===== src/hdl/lmu_pkg.sv =====
/*
  Package for the load and move instruction unit: opcodes, field positions,
  kind, decode and carrier types.
  Assumes a 32-bit instruction word with a 6-bit opcode in the low bits.
*/
package lmu_pkg;

  localparam int unsigned LMU_XLEN      = 32;
  localparam int unsigned LMU_RIDX_W    = 5;
  localparam int unsigned LMU_NREGS     = 32;

  // Field positions inside the instruction word
  localparam int unsigned LMU_OP_LSB    = 0;
  localparam int unsigned LMU_OP_MSB    = 5;
  localparam int unsigned LMU_IMM_LSB   = 6;
  localparam int unsigned LMU_IMM_MSB   = 21;
  localparam int unsigned LMU_DST_LSB   = 22;
  localparam int unsigned LMU_DST_MSB   = 26;
  localparam int unsigned LMU_BASE_LSB  = 27;
  localparam int unsigned LMU_BASE_MSB  = 31;
  localparam int unsigned LMU_OPX_LSB   = 11;
  localparam int unsigned LMU_OPX_MSB   = 16;
  localparam int unsigned LMU_RES_LSB   = 17;
  localparam int unsigned LMU_RES_MSB   = 21;

  // Primary opcodes, plus the extended opcode that selects add
  localparam logic [5:0] LMU_OP_LDH     = 6'h0f;
  localparam logic [5:0] LMU_OP_LDHIO   = 6'h2f;
  localparam logic [5:0] LMU_OP_LDHU    = 6'h0b;
  localparam logic [5:0] LMU_OP_LDHUIO  = 6'h2b;
  localparam logic [5:0] LMU_OP_LDW     = 6'h17;
  localparam logic [5:0] LMU_OP_LDWIO   = 6'h37;
  localparam logic [5:0] LMU_OP_ADDI    = 6'h04;
  localparam logic [5:0] LMU_OP_ORHI    = 6'h34;
  localparam logic [5:0] LMU_OP_RTYPE   = 6'h3a;
  localparam logic [5:0] LMU_OPX_ADD    = 6'h31;

  localparam logic [4:0]  LMU_ZERO_REG  = 5'h0;
  localparam logic [31:0] LMU_WORD_RST  = 32'h0000_0000;
  localparam logic [15:0] LMU_HALF_ZERO = 16'h0000;

  typedef enum logic [2:0] {
    LMU_K_NONE,
    LMU_K_LOAD_HS,
    LMU_K_LOAD_HU,
    LMU_K_LOAD_W,
    LMU_K_ADD,
    LMU_K_ADDI,
    LMU_K_ORHI
  } lmu_kind_t;

  typedef struct packed {
    logic                  valid;
    lmu_kind_t             kind;
    logic                  io;
    logic [LMU_RIDX_W-1:0] base_source_reg;
    logic [LMU_RIDX_W-1:0] second_operand_reg;
    logic [LMU_RIDX_W-1:0] result_reg;
    logic [15:0]           sixteen_bit_offset_field;
  } lmu_dec_t;

  typedef struct packed {
    logic                req;
    logic                bypass;
    logic [LMU_XLEN-1:0] addr;
    logic [3:0]          byte_en;
  } lmu_mem_req_t;

  typedef struct packed {
    logic                  we;
    logic [LMU_RIDX_W-1:0] idx;
    logic [LMU_XLEN-1:0]   data;
  } lmu_wb_t;

endpackage


===== src/hdl/lmu_unit.sv =====
/*
  Load and move instruction unit: decodes halfword and word loads with their
  cached and I/O forms plus the register and immediate moves, forms the
  effective address, issues the memory request, extends returned data and
  writes the result to the register file.
  Assumes one outstanding load at a time and a memory side that answers with
  a one-cycle mem_rvalid pulse carrying the whole aligned 32-bit word.
*/
// Functional notes
// RQ1 - Address is base plus sign-extended offset
// RQ2 - Signed halfword load sign-extends to 32
// RQ3 - Unsigned halfword load zero-extends to 32
// RQ4 - Halfword address must be even
// RQ5 - Word load writes memory word unchanged
// RQ6 - Word address must be multiple of four
// RQ7 - Cached loads may be served by cache
// RQ8 - Signed halfword I/O load bypasses cache
// RQ9 - Unsigned halfword I/O load bypasses cache
// RQ10 - Without cache, I/O loads act cached
// RQ11 - Register move is add with zero
// RQ12 - High move sets upper half, clears lower
// RQ13 - High move is OR-high from zero register
// RQ14 - Software keeps high immediate unsigned 16-bit
// RQ15 - Signed immediate move sign-extends to 32
// RQ16 - Signed move is add-immediate from zero
// RQ17 - Software keeps signed immediate in range
// RQ18 - Six-bit opcodes select each load form
// RQ19 - Base, destination, immediate fields fixed positions
`timescale 1ns/1ps
module lmu_unit
  import lmu_pkg::*;
#(
  parameter bit HAS_DCACHE = 1'b1
)
(
  input  wire logic                  clk_sys,
  input  wire logic                  srst,
  input  wire logic                  instr_valid,
  input  wire logic [31:0]           instr,
  output logic                       instr_ready,
  output lmu_pkg::lmu_mem_req_t      mem_req,
  input  wire logic                  mem_ready,
  input  wire logic                  mem_rvalid,
  input  wire logic [LMU_XLEN-1:0]   mem_rdata,
  output lmu_pkg::lmu_wb_t           wb,
  output logic                       misaligned,
  input  wire logic [LMU_RIDX_W-1:0] dbg_idx,
  output logic      [LMU_XLEN-1:0]   dbg_data
);

  typedef enum logic [1:0] {
    LMU_S_IDLE,
    LMU_S_REQ,
    LMU_S_WAIT
  } lmu_state_e_t;

  typedef struct packed {
    lmu_state_e_t          fsm;
    lmu_kind_t             kind;
    logic [1:0]            addr_low;
    logic [LMU_RIDX_W-1:0] dst;
    lmu_mem_req_t          req;
    lmu_wb_t               wb;
    logic                  misaligned;
  } lmu_state_t;

  lmu_state_t state;
  lmu_state_t next_state;

  lmu_dec_t            dec;
  logic [LMU_XLEN-1:0] rs_a;
  logic [LMU_XLEN-1:0] rs_b;
  logic [LMU_XLEN-1:0] imm_sext;
  logic [LMU_XLEN-1:0] eff_addr;
  logic [15:0]         half_sel;
  logic                accept;

  function automatic logic [LMU_XLEN-1:0] sext16(input logic [15:0] v);
    sext16 = {{16{v[15]}}, v};
  endfunction

  function automatic logic [3:0] lane_mask(input lmu_kind_t k, input logic [1:0] a);
    if (k == LMU_K_LOAD_W) begin
      lane_mask = 4'hf;
    end else begin
      lane_mask = a[1] ? 4'hc : 4'h3;
    end
  endfunction

  lmu_decode u_decode (
    .instr_valid (instr_valid),
    .instr       (instr),
    .dec         (dec)
  );

  lmu_regfile u_regfile (
    .clk_sys   (clk_sys),
    .srst      (srst),
    .wb        (state.wb),
    .rd_a_idx  (dec.base_source_reg),
    .rd_b_idx  (dbg_idx),
    .rd_a_data (rs_a),
    .rd_b_data (rs_b)
  );

  assign imm_sext    = sext16(dec.sixteen_bit_offset_field);
  assign eff_addr    = rs_a + imm_sext;                                   // RQ1
  assign instr_ready = (state.fsm == LMU_S_IDLE);
  assign accept      = instr_ready && dec.valid;
  assign half_sel    = state.addr_low[1] ? mem_rdata[31:16] : mem_rdata[15:0];

  always_comb begin
    next_state            = state;
    next_state.wb.we      = 1'b0;
    next_state.misaligned = 1'b0;
    case (state.fsm)
      LMU_S_IDLE: begin
        if (accept) begin
          case (dec.kind)
            LMU_K_ADD: begin
              // Second operand is the zero register, so the sum is the source
              next_state.wb.we   = 1'b1;                                    // RQ11
              next_state.wb.idx  = dec.result_reg;
              next_state.wb.data = rs_a;
            end
            LMU_K_ADDI: begin
              next_state.wb.we   = 1'b1;                                    // RQ15
              next_state.wb.idx  = dec.second_operand_reg;
              next_state.wb.data = rs_a + imm_sext;                         // RQ16
            end
            LMU_K_ORHI: begin
              next_state.wb.we   = 1'b1;                                    // RQ12
              next_state.wb.idx  = dec.second_operand_reg;
              next_state.wb.data = rs_a | {dec.sixteen_bit_offset_field,
                                           LMU_HALF_ZERO};                  // RQ13
            end
            LMU_K_LOAD_HS, LMU_K_LOAD_HU, LMU_K_LOAD_W: begin
              next_state.fsm          = LMU_S_REQ;
              next_state.kind         = dec.kind;
              next_state.dst          = dec.second_operand_reg;
              next_state.addr_low     = eff_addr[1:0];
              next_state.req.req      = 1'b1;
              next_state.req.addr     = eff_addr;
              next_state.req.byte_en  = lane_mask(dec.kind, eff_addr[1:0]);
              // Only I/O forms are forced past the cache, and only if one exists
              next_state.req.bypass   = dec.io && HAS_DCACHE;           // RQ7 RQ8 RQ9 RQ10
              // Alignment is software's duty; flag it, result stays undefined
              next_state.misaligned   = (dec.kind == LMU_K_LOAD_W)
                                        ? (eff_addr[1:0] != 2'b00)        // RQ6
                                        : eff_addr[0];                    // RQ4
            end
            default: begin
              next_state.fsm = LMU_S_IDLE;
            end
          endcase
        end
      end
      LMU_S_REQ: begin
        if (mem_ready) begin
          next_state.req.req = 1'b0;
          next_state.fsm     = LMU_S_WAIT;
        end
      end
      LMU_S_WAIT: begin
        if (mem_rvalid) begin
          next_state.fsm     = LMU_S_IDLE;
          next_state.wb.we   = 1'b1;
          next_state.wb.idx  = state.dst;
          case (state.kind)
            LMU_K_LOAD_HS: next_state.wb.data = sext16(half_sel);          // RQ2
            LMU_K_LOAD_HU: next_state.wb.data = {LMU_HALF_ZERO, half_sel}; // RQ3
            default:       next_state.wb.data = mem_rdata;                 // RQ5
          endcase
        end
      end
      default: begin
        next_state.fsm = LMU_S_IDLE;
      end
    endcase
  end

  always_ff @(posedge clk_sys) begin
    if (srst) begin
      state     <= '0;
      state.fsm <= LMU_S_IDLE;
    end else begin
      state <= next_state;
    end
  end

  assign mem_req    = state.req;
  assign wb         = state.wb;
  assign misaligned = state.misaligned;
  assign dbg_data   = rs_b;

endmodule


===== src/hdl/lmu_decode.sv =====
/*
  Combinational decoder for the load and move instruction group.
  Assumes the instruction word is stable while instr_valid is high.
*/
`timescale 1ns/1ps
module lmu_decode
  import lmu_pkg::*;
(
  input  wire logic           instr_valid,
  input  wire logic [31:0]    instr,
  output lmu_pkg::lmu_dec_t   dec
);

  always_comb begin
    dec                          = '0;
    dec.base_source_reg          = instr[LMU_BASE_MSB:LMU_BASE_LSB];       // RQ19
    dec.second_operand_reg       = instr[LMU_DST_MSB:LMU_DST_LSB];         // RQ19
    dec.sixteen_bit_offset_field = instr[LMU_IMM_MSB:LMU_IMM_LSB];         // RQ19
    dec.result_reg               = instr[LMU_DST_MSB:LMU_DST_LSB];
    dec.kind                     = LMU_K_NONE;
    case (instr[LMU_OP_MSB:LMU_OP_LSB])                                   // RQ18
      LMU_OP_LDH:    dec.kind = LMU_K_LOAD_HS;
      LMU_OP_LDHIO: begin
        dec.kind = LMU_K_LOAD_HS;
        dec.io   = 1'b1;
      end
      LMU_OP_LDHU:   dec.kind = LMU_K_LOAD_HU;
      LMU_OP_LDHUIO: begin
        dec.kind = LMU_K_LOAD_HU;
        dec.io   = 1'b1;
      end
      LMU_OP_LDW:    dec.kind = LMU_K_LOAD_W;
      LMU_OP_LDWIO: begin
        dec.kind = LMU_K_LOAD_W;
        dec.io   = 1'b1;
      end
      // Move pseudoinstructions arrive as their base forms; no own opcodes
      LMU_OP_ADDI:   dec.kind = LMU_K_ADDI;                              // RQ16
      LMU_OP_ORHI:   dec.kind = LMU_K_ORHI;                              // RQ13
      LMU_OP_RTYPE: begin
        if (instr[LMU_OPX_MSB:LMU_OPX_LSB] == LMU_OPX_ADD) begin          // RQ11
          dec.kind       = LMU_K_ADD;
          dec.result_reg = instr[LMU_RES_MSB:LMU_RES_LSB];
        end
      end
      default:       dec.kind = LMU_K_NONE;
    endcase
    dec.valid = instr_valid && (dec.kind != LMU_K_NONE);
  end

endmodule


===== src/hdl/lmu_regfile.sv =====
/*
  Register file, 32 words in flip-flops, two read ports, one write port.
  Assumes index zero is the zero register and always reads as zero.
*/
`timescale 1ns/1ps
module lmu_regfile
  import lmu_pkg::*;
(
  input  wire logic                  clk_sys,
  input  wire logic                  srst,
  input  lmu_pkg::lmu_wb_t           wb,
  input  wire logic [LMU_RIDX_W-1:0] rd_a_idx,
  input  wire logic [LMU_RIDX_W-1:0] rd_b_idx,
  output logic      [LMU_XLEN-1:0]   rd_a_data,
  output logic      [LMU_XLEN-1:0]   rd_b_data
);

  typedef struct packed {
    logic [LMU_NREGS-1:0][LMU_XLEN-1:0] word;
  } lmu_rf_state_t;

  lmu_rf_state_t state;
  lmu_rf_state_t next_state;

  always_comb begin
    next_state = state;
    if (wb.we && wb.idx != LMU_ZERO_REG) begin
      next_state.word[wb.idx] = wb.data;
    end
  end

  always_ff @(posedge clk_sys) begin
    if (srst) begin
      state <= '0;
    end else begin
      state <= next_state;
    end
  end

  assign rd_a_data = (rd_a_idx == LMU_ZERO_REG) ? LMU_WORD_RST : state.word[rd_a_idx];
  assign rd_b_data = (rd_b_idx == LMU_ZERO_REG) ? LMU_WORD_RST : state.word[rd_b_idx];

endmodule


===== config.mk =====
export PLATFORM = sky130hd
export DESIGN_NAME = lmu_unit
export DESIGN_NICKNAME = d
export VERILOG_FILES = /design/src/hdl/lmu_pkg.sv /design/src/hdl/lmu_unit.sv /design/src/hdl/lmu_decode.sv /design/src/hdl/lmu_regfile.sv
export SDC_FILE = /design/constraint.sdc
export NUM_CORES = 2
export LEC_CHECK = 0
export BUFFER_PORTS_ARGS = -buffer_cell sky130_fd_sc_hd__clkbuf_2
export CAP_MARGIN = 25
export CORE_AREA = 2 2 314 316
export DETAILED_ROUTE_END_ITERATION = 10
export DIE_AREA = 0 0 316 318
export PLACE_DENSITY = 0.81
export SYNTH_ARGS = -nofsm -noshare
export SYNTH_HDL_FRONTEND = slang
export SYNTH_SLANG_ARGS = --single-unit
export TNS_END_PERCENT = 50

===== constraint.sdc =====
create_clock -name clk_sys -period 6.9 [get_ports clk_sys]
set_input_delay 0.69 -clock clk_sys [delete_from_list [all_inputs] [get_ports clk_sys]]
set_output_delay 0.69 -clock clk_sys [all_outputs]
set_load 0.005 [all_outputs]

Word-level counts from Yosys, hierarchy flattened
Cells that the tools add are included.

Add/sub/neg operators: 1. Multipliers: 0. Divide/modulo/power cells: 0. Magnitude comparators: 4. Equality and inequality tests: 26. Shifts and indexed selects: 0. Muxes and demuxes: 31. Bitwise operators: 4. Reduce and logical (&&, ||, !) cells: 23.

Operators with widths (number): 1024-bit bitwise mux (1); 32-bit binary-select mux with 5-bit select (2); 32-bit demux with 5-bit select (1); 32-bit 2-to-1 mux (5); 38-bit one-hot mux with 3 select lines (1); 89-bit 2-to-1 mux (1); 38-bit one-hot mux with 2 select lines (1); 32-bit one-hot mux with 2 select lines (1); 48-bit 2-to-1 mux (1); 38-bit 2-to-1 mux (1); 6-bit == test, second input constant (6); 32-bit adder (1); 32-bit OR (1); 5-bit by 6-bit < comparator with 1-bit output, second input constant (3); 3-bit one-hot mux with 6 select lines (1); 16-bit 2-to-1 mux (1); 6-bit by 4-bit == test with 1-bit output, second input constant (2); 4-bit AND reduction (3); 5-bit logical NOT (2); 5-bit 2-to-1 mux (2); 3-bit by 2-bit == test with 1-bit output, second input constant (3); 3-bit == test, second input constant (3); 3-bit OR reduction (3); 4-bit 2-to-1 mux (2); 24 further kinds (41).

Register bits: 1113. Latch bits: 0. Memory bits (writable): 0. Memory bits (read-only): 0. Output and inout bits: 110. Memories kept: 0.

Depth between registers and ports, before layout
Depth after elaboration: 9. Depth in mapped cells: 25. Mapped depth without buffers: 16.

Hierarchy
From an unflattened synthesis, not the netlist that was laid out.

Cells, all modules: 6784. Area total of the unflattened synthesis: 58274.6 um^2.

By module, submodules not included: lmu_regfile (times used 1, cells each 5884, area an instance 51496.9 um^2, seq. area each 20499.7 um^2); lmu_unit (times used 1, cells each 846, area an instance 6354.8 um^2, seq. area each 1701.6 um^2); lmu_decode (times used 1, cells each 54, area an instance 422.9 um^2, seq. area each 0.0 um^2).

Least setup slack after synthesis
No wires, ideal clock.

Path type: input-to-reg. Start: in instr[28]. End: reg state, in the netlist wb[31]. Data arrival time: 5959 ps. Slack: 883 ps. Stages: 24. Cells stage by stage: buf_2 buf_4 buf_4 buf_2 buf_1 clkbuf_1 clkbuf_1 clkbuf_1 mux4_2 mux4_2 nand2_1 a21oi_1 ha_1 a21o_1 a21o_1 a21o_1 a221o_1 a21o_1 a21oi_1 o21ai_0 a41o_1 a21o_1 a221oi_2 o21a_1.

Longest elaborated chain between the ends: 7.

RTL lines: start, declared (line lmu_unit.sv:39) `input wire logic [31:0] instr,`; 32-bit binary-select mux with 5-bit select (line lmu_regfile.sv:40) `assign rd_a_data = (rd_a_idx == LMU_ZERO_REG) ? LMU_WORD_RST : state.word[rd_a_idx];`; 32-bit 2-to-1 mux (implied by the code) (line lmu_regfile.sv:40); 32-bit 2-to-1 mux (*) (line lmu_regfile.sv:40); 32-bit adder / 32-bit OR (equally long branches) (line lmu_unit.sv:129, lmu_unit.sv:134); 38-bit one-hot mux with 3 select lines (*) (line lmu_unit.sv:119) `case (dec.kind)`; 89-bit 2-to-1 mux (*) (line lmu_unit.sv:118) `if (accept) begin`; 38-bit one-hot mux with 2 select lines (*) (line lmu_unit.sv:116) `case (state.fsm)`; end signal, assigned (line lmu_unit.sv:187) `state <= next_state;`; end, declared (line lmu_unit.sv:67) `lmu_state_t state;`.

Mark *: on every way between the ends. The rest lies on a longest branch, timed or not. The select of a mux whose other input is x is not followed. A chain may end at the register's enable or synchronous reset.

Worst setup path after layout
Start: in instr[27]. End: reg state, in the netlist mem_req[30].

Longest elaborated chain between the ends: 4.

RTL lines: 32-bit binary-select mux with 5-bit select (line lmu_regfile.sv:40); 32-bit 2-to-1 mux (implied by the code) (line lmu_regfile.sv:40); 32-bit 2-to-1 mux (*) (line lmu_regfile.sv:40); 32-bit adder (*) (line lmu_unit.sv:107) `assign eff_addr = rs_a + imm_sext;`.

Marks and branches as above.

==> qor.csv <==
stage;metric;value;unit
outcome;outcome;complete, but fails checks;
outcome;failing checks;DRC;
cells_and_area;layout cells sized above 1;19.6;%
logic_synthesis;Syn Nets;6544;
sta;setup violators final;0;
power_and_ir_drop;maximum VDD drop;0.194;mV
critical_path;CP max-delay cell;a2111oi_0;
clock_network;number of setup buffers added after CTS;0;
logic_synthesis;Post-synth ARST share;0;%
routing;DRC;2;
critical_path;Worst EP required;7500;ps
logic_synthesis;post-synth top area cell;dfxtp_1;
logic_synthesis;Synth Instances;6443;
floorplanning;full die area;100000;sq um
sta;worst rel slew slack;18.0;%
cells_and_area;utilization after layout;64.9;%
floorplanning;die span in y;318;microns
placement;Buffers on Ports;183;
clock_network;clock sinks;1109;
power_and_ir_drop;Flop pwr share;46.7;%
critical_path;CP most frequent cell;a21oi_1;
critical_path;max incr delay on CP;920;ps
sta;Hold WS;237;ps
grt;global-route wire length before repair;312;mm
grt;total track usage;41.1;%
routing;final wirelength;212;mm
sta;period utilisation layout;77.7;%
sta;clock skew;28.5;ps
clock_network;CTS Hold Bufs;0;
floorplanning;IO Pins;184;
critical_path;CP cell instances;buf_8 -> nor3_1 -> and2_1 -> buf_4 -> a21oi_1 -> ha_1 -> a21o_1 -> a21o_1 -> a21oi_1 -> o21bai_1 -> a2111oi_0 -> a21oi_1 -> nor2_1 -> nor4_1 -> a311o_1;
clock_network;Root Buffer;clkbuf_16;
logic_synthesis;#FFs+latches synth;1109;
grt;antenna violations before repair;6;
sta;final worst path period need;5360;ps
cells_and_area;Synth-to-Final Area Change;9.09;%
cells_and_area;Fill cells;7230;
logic_synthesis;Mean Syn Cell Area;8.99;sq um
clock_network;CTS buffer count;110;
grt;pin count of the biggest net entering global routing;239;
sta;Slew Viols, Final;0;
power_and_ir_drop;combinational power share;5.7;%
logic_synthesis;top cell type's share of synthesized area;38.3;%
placement;Cell Area, Placed;59100;sq um
critical_path;crit path capture type;register;
cells_and_area;Final Instance Area;63200;sq um
logic_synthesis;Distinct cells, synth;88;
power_and_ir_drop;switch share;23.7;%
sta;Fin Setup TNS;0;ps
routing;DRT iter0 DRCs;10001;
cells_and_area;Layout Cells excl Fill;7574;
logic_synthesis;Ys Warns;0;
logic_synthesis;Mapped Area;57900;sq um
logic_synthesis;top_reg_cell synth;dfxtp_1;
clock_network;H-tree levels;3;
sta;final hold violation count;0;
power_and_ir_drop;PD cells;218;nW/um^2
floorplanning;initial core utilization;59.5;%
clock_network;CTS tree;built;
power_and_ir_drop;leak pwr;20.9;nW
logic_synthesis;ranking of synthesized cells by area;dfxtp_1 38%, mux4_2 23%, nand2_1 14%;
power_and_ir_drop;internal power;10.5;mW
sta;unrepaired setup endpoints after global routing;false;
routing;Pre-Repair DR Iteration Count;11;
clock_network;Clk Latency, worst-skew pair;710;ps
floorplanning;# rows;115;
critical_path;crit path kind;in2reg;
logic_synthesis;Seq/Total Area, Yosys;38.3;%
power_and_ir_drop;clock power share;47.6;%
power_and_ir_drop;Net Switching;3.25;mW
hold_path;worst hold path type;in2reg;
critical_path;CP max FO;53;
grt;GR Overflow Total;0;
clock_network;Reg clk slew, reported paths;70;ps
routing;WL per Instance;28.0;microns
floorplanning;die width;316;microns
clock_network;clk buf depth;3;
logic_synthesis;Post-synth EDFFs;0;
floorplanning;Core Region;97400;sq um
grt;vias in the first global route;51788;
sta;Worst-Margin Slew;1230;ps
clock_network;PostCTS Resize Cnt;0;
critical_path;arrival time at the worst endpoint;5960;ps
routing;Final ANT Viol Nets;0;
placement;GP Congestion;0.998;
routing;Vias/cell;7.07;
cells_and_area;Final #Nets;6298;
placement;cell count after placement;7364;
critical_path;Setup crit start kind;input port;
run;Max-cap violations;0;
placement;detailed placement HPWL;127;mm
routing;vias;53565;
sta;fmax;186;MHz
[synthesized netlist by cell type (all sizes together) (10+ instances only)]
cell type     n
nor3         31
nor2        139
and3         12
dfxtp      1109
inv          18
a222oi       19
o21bai       12
mux2i        61
buf         146
a22o         19
mux4        609
a21o         29
nand3        20
ha           27
a31oi        17
o21ai        44
nor2b        43
mux2         29
a22oi        10
a21oi      1115
nand2      2186
xnor2        18
clkbuf      547
and2         16
o211ai       13
[worst max-delay path, delay by kind of cell]
kind,cells,cell delay [ps]
AO/OA/AOI/OAI,8,2390
AND/OR/NAND/NOR,4,1700
adder cells (fa/ha/maj),1,420
buffers and inverters,2,680
[sequential cells by signal, indices dropped and copies added (netlist names)]
signal,cells
misaligned,1
u_regfile.state,1024
state,11
mem_req,35
wb,38
[power by group through the flow]
stage / clock [mW] / sequential (mW) / combinational (mW)
4_1_cts: 6.50 / 6.42 / 0.759
5_1_grt: 6.78 / 6.42 / 0.813
2_1_floorplan: 0 / 6.56 / 0.547
3_5_place_dp: 0 / 6.56 / 0.756
3_3_place_gp: 0 / 6.56 / 0.753
6_report: 6.54 / 6.42 / 0.788
[metal layers]
layer  routed length, microns  global-route usage [%]  share of wire, %  up-vias
met1                    67300                    49.9                32    25232
met3                    35100                    14.1                17     1294
met2                    91800                    60.9                43     4980
met5                      146                   0.580             0.069        -
li1                         -                       -                 -    22045
met4                    17600                    29.5               8.3       14
[cells in the final DEF, fill, tap and decap left out, types with 17 or more instances in the layout]
| cell | synthesis | layout |
|---|---|---|
| nand2_1 | 2186 | 2175 |
| a21oi_1 | 1115 | 1114 |
| dfxtp_1 | 1109 | 1108 |
| mux4_2 | 604 | 604 |
| clkbuf_2 | 0 | 174 |
| buf_4 | 80 | 129 |
| clkbuf_16 | 0 | 111 |
| nor2_1 | 139 | 109 |
| mux2i_1 | 61 | 61 |
| nor2b_1 | 43 | 43 |
| o21ai_0 | 41 | 41 |
| nor3_1 | 31 | 30 |
| mux2_2 | 29 | 29 |
| nor2_4 | 0 | 29 |
| a21o_1 | 29 | 29 |
| ha_1 | 27 | 27 |
| clkbuf_8 | 0 | 24 |
| clkinv_2 | 0 | 22 |
| buf_12 | 0 | 22 |
| nand3_1 | 20 | 20 |
| a22o_1 | 19 | 19 |
| a222oi_1 | 19 | 19 |
| inv_1 | 18 | 18 |
| xnor2_1 | 18 | 18 |
| a31oi_1 | 17 | 17 |
| bufinv_16 | 0 | 17 |
[final cells by class]
class                      count  area, sq um  area share (%)
clock buffer                 146         3150            4.98
multi-input combinational   4623        32900            52.1
tap                         1287         1610            2.55
inverter                      18         67.6           0.107
clock inverter                54          758            1.20
sequential                  1109        22200            35.1
timing repair buffer         335         2450            3.88
antenna                        2         5.00         0.00792
[worst paths after layout]
check	from	endpoint	slack (ps)	cells past startpoint
setup / recovery	instr[27]	mem_req[30]	1540	15
hold / removal	instr[22]	state[77]	240	3
setup reg to reg	u_regfile.state[495]	mem_req[30]	2190	14
hold reg to reg	mem_req[16]	mem_req[16]	450	2
[per-stage QoR]
| step | total power, mW | setup slack, ps |
|---|---|---|
| 5_1_grt | 14.0 | 1340 |
| 3_3_place_gp | 7.32 | 1040 |
| 2_1_floorplan | 7.11 | 883 |
| 4_1_cts | 13.7 | 1600 |
| 3_5_place_dp | 7.32 | 907 |
| 6_report | 13.8 | 1540 |
[cells by family after synthesis]
logic type / count (synthesis) / share of synthesized area, %
AND/OR/NAND/NOR: 2520 / 17.2
AO/OA/AOI/OAI: 1348 / 12.8
XOR/XNOR: 27 / 0.408
multiplexers: 699 / 25.3
flip-flops: 1109 / 38.3
buffers and inverters: 711 / 5.26
adder cells (fa/ha/maj): 29 / 0.620
Power figures use the tool's default switching activity.
